--- src/logic/ocs_pkg.sv ---
`default_nettype none
package ocs_pkg;

	// register byte addresses on the apb slave
	localparam logic [7:0] OCS_ADDR_CTRL = 8'h00;
	localparam logic [7:0] OCS_ADDR_TRIM = 8'h04;
	localparam logic [7:0] OCS_ADDR_CFG  = 8'h08;

	// control register field positions
	localparam int OCS_CTRL_SRC_LSB   = 0;
	localparam int OCS_CTRL_RANGE_LSB = 2;
	localparam int OCS_CTRL_FREQ_LSB  = 4;
	localparam int OCS_CTRL_REQ_BIT   = 6;
	localparam int OCS_CTRL_ENG_BIT   = 7;

	// configuration register field positions
	localparam int OCS_CFG_CLKOUT_BIT = 0;
	localparam int OCS_CFG_KEEP_BIT   = 1;

	// reset values
	localparam logic [1:0] OCS_SRC_RST   = 2'h0;
	localparam logic [1:0] OCS_RANGE_RST = 2'h0;
	localparam logic [1:0] OCS_FREQ_RST  = 2'h2;
	localparam logic [7:0] OCS_TRIM_RST  = 8'h00;

	// nominal internal oscillator frequencies in khz
	localparam int OCS_FREQ_LOW_KHZ  = 4000;
	localparam int OCS_FREQ_MID_KHZ  = 8000;
	localparam int OCS_FREQ_HIGH_KHZ = 12800;

	// rising edges of the new source needed before the switch
	localparam logic [1:0] OCS_EDGE_CHECK = 2'h2;

	// clock source encoding, also the index of the source synchroniser
	typedef enum logic [1:0] {
		OCS_SRC_INT  = 2'h0,
		OCS_SRC_PIN  = 2'h1,
		OCS_SRC_RC   = 2'h2,
		OCS_SRC_XTAL = 2'h3
	} ocs_src_e;

	// internal frequency select encoding
	typedef enum logic [1:0] {
		OCS_FREQ_LOW  = 2'h0,
		OCS_FREQ_MID  = 2'h1,
		OCS_FREQ_HIGH = 2'h2,
		OCS_FREQ_RSVD = 2'h3
	} ocs_freq_e;

	// clock switch sequencer
	typedef enum logic [2:0] {
		OCS_ST_INT,
		OCS_ST_CHECK,
		OCS_ST_SWITCH,
		OCS_ST_STOP_INT,
		OCS_ST_EXT,
		OCS_ST_RETURN
	} ocs_state_e;

	// two-signal view of a shared pin
	typedef struct packed {
		logic out;
		logic oe_n;
	} ocs_pin_s;

endpackage
`default_nettype wire

--- src/logic/ocs_osc_clock_source_switch.sv ---
// Contract
// - bus_clock_x2 toggles on each bus_clock_x4 rise, half its rate.
// - bus clock is a quarter of the selected source clock.
// - internal oscillator offers 12.8, 8.0 or 4.0 MHz.
// - reset selects internal oscillator at 12.8 MHz.
// - 8-bit signed trim value; larger value means longer period.
// - factory trim is never loaded automatically; software copies it.
// - external source claims osc_in_pin; crystal also claims osc_out_pin.
// - after request, two external rising edges, then glitch-free switch.
// - engaged flag set first, internal oscillator stopped afterwards.
// - clearing select and request returns to the internal oscillator.
// - external clock mode uses osc_in_pin directly as bus_clock_x4.
// - external clock mode forces clock_out_pin_enable to zero.
// - crystal mode: osc_out_pin inverts osc_in_pin, enable ignored.
// - internal or RC mode: enable set drives bus_clock_x4 out.
// - internal mode releases osc_in_pin to the port logic.
// - no interrupt requests at all.
// - runs in wait; in stop only while osc_keep_in_stop is set.
// - source field: 00 internal, 01 pin, 10 RC, 11 crystal.
// - frequency field: 00 4.0, 01 8.0, 10 12.8, 11 reserved.
// - system_osc_enable stops oscillators unless keep-in-stop overrides.
// - request cleared by reset; engaged flag is read-only status.
//
// Our own choices: the APB slave port and the register addresses.
`timescale 1ns/1ps
`default_nettype none
module ocs_osc_clock_source_switch
	import ocs_pkg::*;
(
	// clock and reset
	input  wire logic          pclk,
	input  wire logic          presetn,
	// apb slave
	input  wire logic          psel,
	input  wire logic          penable,
	input  wire logic          pwrite,
	input  wire logic [7:0]    paddr,
	input  wire logic [31:0]   pwdata,
	output logic      [31:0]   prdata,
	output logic               pready,
	output logic               pslverr,
	// system integration unit
	input  wire logic          system_osc_enable,
	output logic               bus_clock_x4,
	output logic               bus_clock_x2,
	// oscillator sources
	input  wire logic          internal_osc_clock,
	input  wire logic          rc_osc_clock,
	input  wire logic          crystal_osc_clock,
	output logic               internal_osc_enable,
	output logic      [1:0]    internal_freq_select,
	output logic      [7:0]    osc_trim_value,
	output logic               rc_osc_enable,
	output logic               crystal_amp_enable,
	output logic      [1:0]    crystal_range_select,
	// pins
	input  wire logic          osc_in_pin,
	output logic               osc_in_pin_claim,
	output ocs_pkg::ocs_pin_s  osc_out_pin
);
	import ocs_pkg::*;

	// whole module state, registered in one process
	typedef struct packed {
		ocs_state_e fsm;
		logic [1:0] src_sel;
		logic [1:0] range;
		logic [1:0] freq;
		logic       req;
		logic       engaged;
		logic [7:0] trim;
		logic       clkout_en;
		logic       keep;
		logic [3:0] s1;
		logic [3:0] s2;
		logic [3:0] prv;
		logic [1:0] cur;
		logic [1:0] target;
		logic [1:0] edges;
		logic       x4;
		logic       x2;
		logic       int_run;
		logic       pready;
		logic       pslverr;
		logic [31:0] prdata;
		logic       int_en;
		logic       rc_en;
		logic       xtal_en;
		logic       in_claim;
		ocs_pin_s   out_pin;
	} ocs_st_s;

	ocs_st_s st;
	ocs_st_s next_st;

	// register select: 0 ctrl, 1 trim, 2 cfg, 3 unmapped
	function automatic logic [1:0] ocs_decode(input logic [7:0] a);
		logic [1:0] idx;
		idx = 2'h3;
		if (a == OCS_ADDR_CTRL) begin
			idx = 2'h0;
		end else if (a == OCS_ADDR_TRIM) begin
			idx = 2'h1;
		end else if (a == OCS_ADDR_CFG) begin
			idx = 2'h2;
		end
		return idx;
	endfunction

	logic [3:0] rise;
	logic [1:0] sel_idx;
	logic       osc_ok;

	// sequencer, register file and pin control
	always_comb begin
		next_st = st;
		rise    = st.s2 & ~st.prv;
		sel_idx = ocs_decode(paddr);
		// sources pass two flops; the third stage is only edge history
		next_st.s1  = {crystal_osc_clock, rc_osc_clock, osc_in_pin,
			internal_osc_clock};
		next_st.s2  = st.s1;
		next_st.prv = st.s2;

		// one wait state: pready rises in the second access cycle
		next_st.pready  = psel & penable & ~st.pready;
		next_st.pslverr = 1'b0;
		next_st.prdata  = 32'h0000_0000;
		if (psel && penable && !st.pready) begin
			next_st.pslverr = (sel_idx == 2'h3);
			if (sel_idx == 2'h0) begin
				next_st.prdata[OCS_CTRL_SRC_LSB +: 2]   = st.src_sel;
				next_st.prdata[OCS_CTRL_RANGE_LSB +: 2] = st.range;
				next_st.prdata[OCS_CTRL_FREQ_LSB +: 2]  = st.freq;
				next_st.prdata[OCS_CTRL_REQ_BIT]        = st.req;
				next_st.prdata[OCS_CTRL_ENG_BIT]        = st.engaged;
			end else if (sel_idx == 2'h1) begin
				next_st.prdata[7:0] = st.trim;
			end else if (sel_idx == 2'h2) begin
				next_st.prdata[OCS_CFG_CLKOUT_BIT] = st.clkout_en;
				next_st.prdata[OCS_CFG_KEEP_BIT]   = st.keep;
			end
		end

		// writes land on the edge that sees pready high
		if (psel && penable && st.pready && pwrite) begin
			if (sel_idx == 2'h0) begin
				next_st.src_sel = pwdata[OCS_CTRL_SRC_LSB +: 2];
				next_st.range   = pwdata[OCS_CTRL_RANGE_LSB +: 2];
				// frequency field, reserved code passed through
				next_st.freq    = pwdata[OCS_CTRL_FREQ_LSB +: 2];
				next_st.req     = pwdata[OCS_CTRL_REQ_BIT];
			end else if (sel_idx == 2'h1) begin
				// signed trim, only software writes it
				next_st.trim = pwdata[7:0];
			end else if (sel_idx == 2'h2) begin
				next_st.clkout_en = pwdata[OCS_CFG_CLKOUT_BIT];
				next_st.keep      = pwdata[OCS_CFG_KEEP_BIT];
			end
		end
		if (next_st.src_sel == OCS_SRC_PIN) begin
			next_st.clkout_en = 1'b0;
		end

		// switch sequencer
		case (st.fsm)
			OCS_ST_INT: begin
				next_st.edges = 2'h0;
				if (st.req && st.src_sel != OCS_SRC_INT) begin
					next_st.target = st.src_sel;
					next_st.fsm    = OCS_ST_CHECK;
				end
			end
			OCS_ST_CHECK: begin
				if (!st.req || st.src_sel != st.target) begin
					next_st.fsm = OCS_ST_INT;
				end else if (rise[st.target]) begin
					if (st.edges == OCS_EDGE_CHECK - 2'h1) begin
						next_st.fsm = OCS_ST_SWITCH;
					end else begin
						next_st.edges = st.edges + 2'h1;
					end
				end
			end
			OCS_ST_SWITCH: begin
				if (!st.req || st.src_sel != st.target) begin
					next_st.fsm = OCS_ST_INT;
				end else if (!st.x4 && !st.s2[st.target]) begin
					// both clocks low, no runt pulse
					next_st.cur     = st.target;
					next_st.engaged = 1'b1;
					next_st.fsm     = OCS_ST_STOP_INT;
				end
			end
			OCS_ST_STOP_INT: begin
				// internal oscillator stops one cycle later
				next_st.int_run = 1'b0;
				next_st.fsm     = OCS_ST_EXT;
			end
			OCS_ST_EXT: begin
				if (!st.req && st.src_sel == OCS_SRC_INT) begin
					next_st.int_run = 1'b1;
					next_st.edges   = 2'h0;
					next_st.fsm     = OCS_ST_RETURN;
				end
			end
			OCS_ST_RETURN: begin
				// wait for the restarted oscillator to show a rise
				if (st.edges == 2'h0) begin
					if (rise[OCS_SRC_INT]) begin
						next_st.edges = 2'h1;
					end
				end else if (!st.x4 && !st.s2[OCS_SRC_INT]) begin
					next_st.cur     = OCS_SRC_INT;
					// engaged drops with the switch back
					next_st.engaged = 1'b0;
					next_st.fsm     = OCS_ST_INT;
				end
			end
			default: begin
				next_st.fsm = OCS_ST_INT;
			end
		endcase

		// selected source passes straight through as x4
		next_st.x4 = st.s2[next_st.cur];
		// x2 toggles on each x4 rise
		if (next_st.x4 && !st.x4) begin
			next_st.x2 = ~st.x2;
		end

		osc_ok = system_osc_enable | st.keep;
		// internal oscillator runs at the selected frequency
		next_st.int_en  = next_st.int_run & osc_ok;
		next_st.rc_en   = (next_st.src_sel == OCS_SRC_RC) & osc_ok;
		next_st.xtal_en = (next_st.src_sel == OCS_SRC_XTAL) & osc_ok;
		// external sources claim the input pin
		next_st.in_claim = (next_st.src_sel != OCS_SRC_INT);

		// osc_out_pin: crystal amplifier, clock out or released
		if (next_st.src_sel == OCS_SRC_XTAL) begin
			next_st.out_pin.out  = ~st.s2[OCS_SRC_PIN];
			next_st.out_pin.oe_n = 1'b0;
		end else if (next_st.clkout_en &&
			next_st.src_sel != OCS_SRC_PIN) begin
			next_st.out_pin.out  = next_st.x4;
			next_st.out_pin.oe_n = 1'b0;
		end else begin
			next_st.out_pin.out  = 1'b0;
			next_st.out_pin.oe_n = 1'b1;
		end
	end

	// state register; reset values
	always_ff @(posedge pclk or negedge presetn) begin
		if (!presetn) begin
			st           <= '0;
			st.fsm       <= OCS_ST_INT;
			st.src_sel   <= OCS_SRC_RST;
			st.range     <= OCS_RANGE_RST;
			st.freq      <= OCS_FREQ_RST;
			st.req       <= 1'b0;
			st.trim      <= OCS_TRIM_RST;
			st.cur       <= OCS_SRC_INT;
			st.int_run   <= 1'b1;
			st.int_en    <= 1'b1;
			st.out_pin   <= '{out: 1'b0, oe_n: 1'b1};
		end else begin
			st <= next_st;
		end
	end

	// outputs straight from the state register; no interrupt
	assign prdata               = st.prdata;
	assign pready               = st.pready;
	assign pslverr              = st.pslverr;
	assign bus_clock_x4         = st.x4;
	assign bus_clock_x2         = st.x2;
	assign internal_osc_enable  = st.int_en;
	assign internal_freq_select = st.freq;
	assign osc_trim_value       = st.trim;
	assign rc_osc_enable        = st.rc_en;
	assign crystal_amp_enable   = st.xtal_en;
	assign crystal_range_select = st.range;
	assign osc_in_pin_claim     = st.in_claim;
	assign osc_out_pin          = st.out_pin;

endmodule // ocs_osc_clock_source_switch
`default_nettype wire

--- config.mk ---
export PLATFORM = sky130hd
export DESIGN_NAME = ocs_osc_clock_source_switch
export DESIGN_NICKNAME = d
export VERILOG_FILES = /design/src/logic/ocs_pkg.sv /design/src/logic/ocs_osc_clock_source_switch.sv
export SDC_FILE = /design/constraint.sdc
export NUM_CORES = 1
export LEC_CHECK = 0
export BUFFER_PORTS_ARGS = -buffer_cell sky130_fd_sc_hd__buf_4
export CORE_UTILIZATION = 55
export CTS_BUF_LIST = sky130_fd_sc_hd__clkbuf_2 sky130_fd_sc_hd__clkbuf_4 sky130_fd_sc_hd__clkbuf_8
export CTS_CLUSTER_DIAMETER = 100
export DETAILED_ROUTE_END_ITERATION = 8
export PLACE_DENSITY = 0.88
export SYNTH_ARGS = -nofsm -noshare
export SYNTH_HDL_FRONTEND = slang
export SYNTH_SLANG_ARGS = --single-unit
--- constraint.sdc ---
create_clock -name pclk -period 3.3 [get_ports pclk]
set_input_delay 0.165 -clock pclk [delete_from_list [all_inputs] [get_ports pclk]]
set_output_delay 0.165 -clock pclk [all_outputs]
set_load 0.02 [all_outputs]
== After elaboration in Yosys (flattened, before gate mapping) ==
Cells that the tools add are included.
Widths: inputs -> output; s select.

* Muxes and demuxes: 53
* Equality and inequality tests: 30
* Bitwise gates (word level): 13
* Add/sub/neg operators: 1
* $lt $le $gt $ge: 2
* Reduce and logical (&&, ||, !) cells: 32

{| class="wikitable"
|+ Operator list
! cell !! number
|-
| $mux 2 || 20
|-
| $mux 3 || 9
|-
| $ne 2x2->1 const B || 11
|-
| $pmux 3 s6 || 1
|-
| $mux 8 || 2
|-
| $mux 7 || 2
|-
| $reduce_and 7->1 || 2
|-
| $mux 1 || 11
|-
| $logic_and 1x1->1 || 10
|-
| $ne 3x3->1 const B || 3
|-
| $eq 2x2->1 const B || 4
|-
| $eq 8x3->1 const B || 1
|-
| $eq 8x4->1 const B || 1
|-
| $logic_not 8->1 || 1
|-
| $pmux 2 s4 || 1
|-
| $bmux 1 s2 || 3
|-
| $eq 2x1->1 const B || 3
|-
| $eq 3x2->1 const B || 2
|-
| $eq 3x3->1 const B || 2
|-
| $logic_not 2->1 || 3
|-
| $lt 2x3->1 const B || 2
|-
| $mux 6 || 1
|-
| $reduce_bool 2->1 || 3
|-
| $and 1x1->1 || 5
|-
| other kinds (18) || 28
|}

* Register bits: 58
* Output and inout bits: 54
* Input bits: 50
* Logic and storage cells: 158

== Depth between registers and ports, before layout ==
* Depth after elaboration: 13
* Depth in mapped cells: 9

== Worst setup path after synthesis ==
No wires, ideal clock.

* Path type: input port to flip-flop
* Start point: in paddr[1]
* End point: reg st[62] in the netlist's numbering
* Buffers on the path: 1
* Cell stages on the path: 9
* Arrival time: 1.908 ns
* Path slack: 1.273 ns
* Cell sequence: or4_4 nor3_4 nand4_2 or3_1 buf_6 mux2i_4 inv_2 nand2_1 and2_1

{| class="wikitable"
|+ RTL lines
! element !! line !! RTL
|-
| start: declaration || ocs_osc_clock_source_switch.sv:37 || <nowiki>input wire logic [7:0] paddr,</nowiki>
|-
| end signal: assignment || ocs_osc_clock_source_switch.sv:269 || <nowiki>st <= next_st;</nowiki>
|-
| end: declaration || ocs_osc_clock_source_switch.sv:93 || <nowiki>ocs_st_s st;</nowiki>
|}

==> out/metrics.cfg <==
[floorplanning]
core_sq_mm=0.00482
dieHeight_microns=73.5
initial_core_util=0.584
num_rows=25
dieArea_sq_mm=0.00540
die_x_microns=73.5
io_pins=104

[route]
vias_per_cell=4.97
drc=0
ant_nets=0
wirelength_mm=5.00
wl_per_cell_microns=13.9
drtPass1Iterations=4
drt_iter0_drc=77
vias=1789

[synthesis]
synth_xor_xnor_area_share=0.00934
synth.cells.most_frequent=54 x dfrtp_1, 46 x buf_4, 17 x nor2_1
synth.top_cells.by_area=dfrtp_1 48%, buf_4 12%, mux2_2 5.6%
synth_cell_types=51
seq_area_frac_synth=0.518
synthAdderAreaFrac=0.00890
synth_compound_area_frac=0.0690
ys.flop_type=dfrtp_1
synth-seq-cells=58
synth_top_family_by_area=buffers and inverters
synthCells=246
synth.largest_area_cell=dfrtp_1
ys_warn_count=0
synth_area_sq_mm=0.00281
synth.most_common_cell=dfrtp_1
avgSynthCellArea_sq_um=11.4
async_flop_share=1.00
synth_top_area_frac=0.480
synth-simple-area-share=0.119
synthMuxAreaShare=0.129
synth-edff-count=0

[worst_setup_path]
crit_fanout=8
path_class=flop to flop
setup.worst_path.start_class=flop
reg2reg_slack_ps=920
crit_required_ps=3560
end_kind=flop
arrival_ps=2630

[worst_hold_path]
hp-class=input port to flop

[clocking]
post_cts_resize_count=0
cts.sinks=58
clk_latency_ps=340
cts_tree=built
ctsHoldBuffers=5
ctsHtreeMaxLevel=3
cts-buffers-inserted=9
cts_buffer_depth=2
path_clk_slew_ps=60
post-cts-setup-buffers=0
cts-root-buf=clkbuf_8

[job]
maxCapViolations=0

[cells_and_area]
stdcell_area_sq_mm=0.00325
fin_util=0.675
layout.nets=340
area_delta_synth_final_pct=15.6
diodes=0
stdcell_count=360
layout-drive-gt1-share=0.355

[power]
power.density_mw_per_mm2=445
p_leak_nw=1.61
ir_worst_vdd_mv=0.350
total_power_mw=1.45

[global_routing]
grt_max_degree=59
grt_overflow=0
globalRouteTotalUtil=0.204
grt_pass1_wl_mm=7.98
first_global_vias=1662
antenna_found_initial=0

[sta]
slew_violations=0
fin_skew_ps=6.21
hold_viol=0
period_needed_ps=2380
setup_ws_ps=923
fmax_mhz=421
setup-violations-final=0
tns_ps=0
maxSlewHeadroom=0.465
rsz0062_at_grt=false
fin_crit_sh=0.720
tightestPinTransition_ps=799
hold_ws_ps=64.1

[placement]
portBuffers=55
pre_cts_ws_ps=908
post_dp_cell_area_sq_mm=0.00302
gp_congestion=0.863
hpwlAfterDp_mm=3.38
dpl.cell_count=339

[outcome]
status=complete, no violations

metal layers:
layer / track usage / part of all wire
met5: 0 / 0
met4: 0.0769 / 0.016
met3: 0.0741 / 0.048
met2: 0.312 / 0.49
met1: 0.267 / 0.44
final timing paths:
| check | to | startpoint | depth (start not counted) |
|---|---|---|---|
| max in group asynchronous | st[43] | presetn | 2 |
| setup / recovery | bus_clock_x2 | st[81] | 7 |
| min in group asynchronous | st[51] | presetn | 2 |
| hold / removal | osc_trim_value[7] | pwdata[7] | 2 |
| setup reg to reg | bus_clock_x2 | st[81] | 7 |
| hold reg to reg | next_st[50] | next_st[54] | 0 |
worst max-delay path: stages (launching register included):
cell,delay (ps)
dfrtp_1,480
nor2b_1,280
nand3_1,250
a211oi_2,400
mux2i_1,430
nand2b_1,110
o22ai_1,190
xor2_1,170
logic make-up (layout without fill, tap and decap cells):
group / Yosys count / after routing
simple gates: 61 / 61
buf+inv: 61 / 85
compound gates: 28 / 28
flops: 58 / 58
other cells: 1 / 24
fa+ha+maj: 2 / 2
mux: 32 / 32
xor+xnor: 3 / 3
cell usage in the layout (no fill, tap or decap), types with 4 or more instances in the layout:
cell / n
a21oi_1: 4
buf_4: 55
clkbuf_8: 11
clkinv_2: 4
conb_1: 24
dfrtp_1: 54
dfstp_2: 4
dlygate4sd3_1: 5
inv_1: 7
mux2_2: 14
mux2i_1: 15
nand2_1: 12
nand3_1: 5
nor2_1: 17
nor2b_1: 4
nor3_1: 5
o21ai_0: 7
power by group:
part / internal, mW / switching [mW] / leakage (nW)
clock: 0.309 / 0.278 / 0.0988
combinational: 0.0458 / 0.0731 / 0.744
sequential: 0.728 / 0.0123 / 0.762
sequential cells by signal (all words and copies together) (netlist names):
register and flops:
prdata 8, bus_clock_x2 1, pready 1, pslverr 1, rc_osc_enable 1, osc_out_pin 2
next_st 8, internal_freq_select 2, osc_in_pin_claim 1, osc_trim_value 8, internal_osc_enable 1, crystal_amp_enable 1
crystal_range_select 2, bus_clock_x4 1, st 20
cell type report:
cell class / count / area [sq um]
fill: 368 / 1570
tap: 67 / 83.8
sequential: 58 / 1460
clock buffer: 11 / 151
multi-input combinational: 150 / 1030
inverter: 9 / 33.8
clock inverter: 5 / 28.8
timing repair buffer: 60 / 463
(Power assumes the default switching activity.)
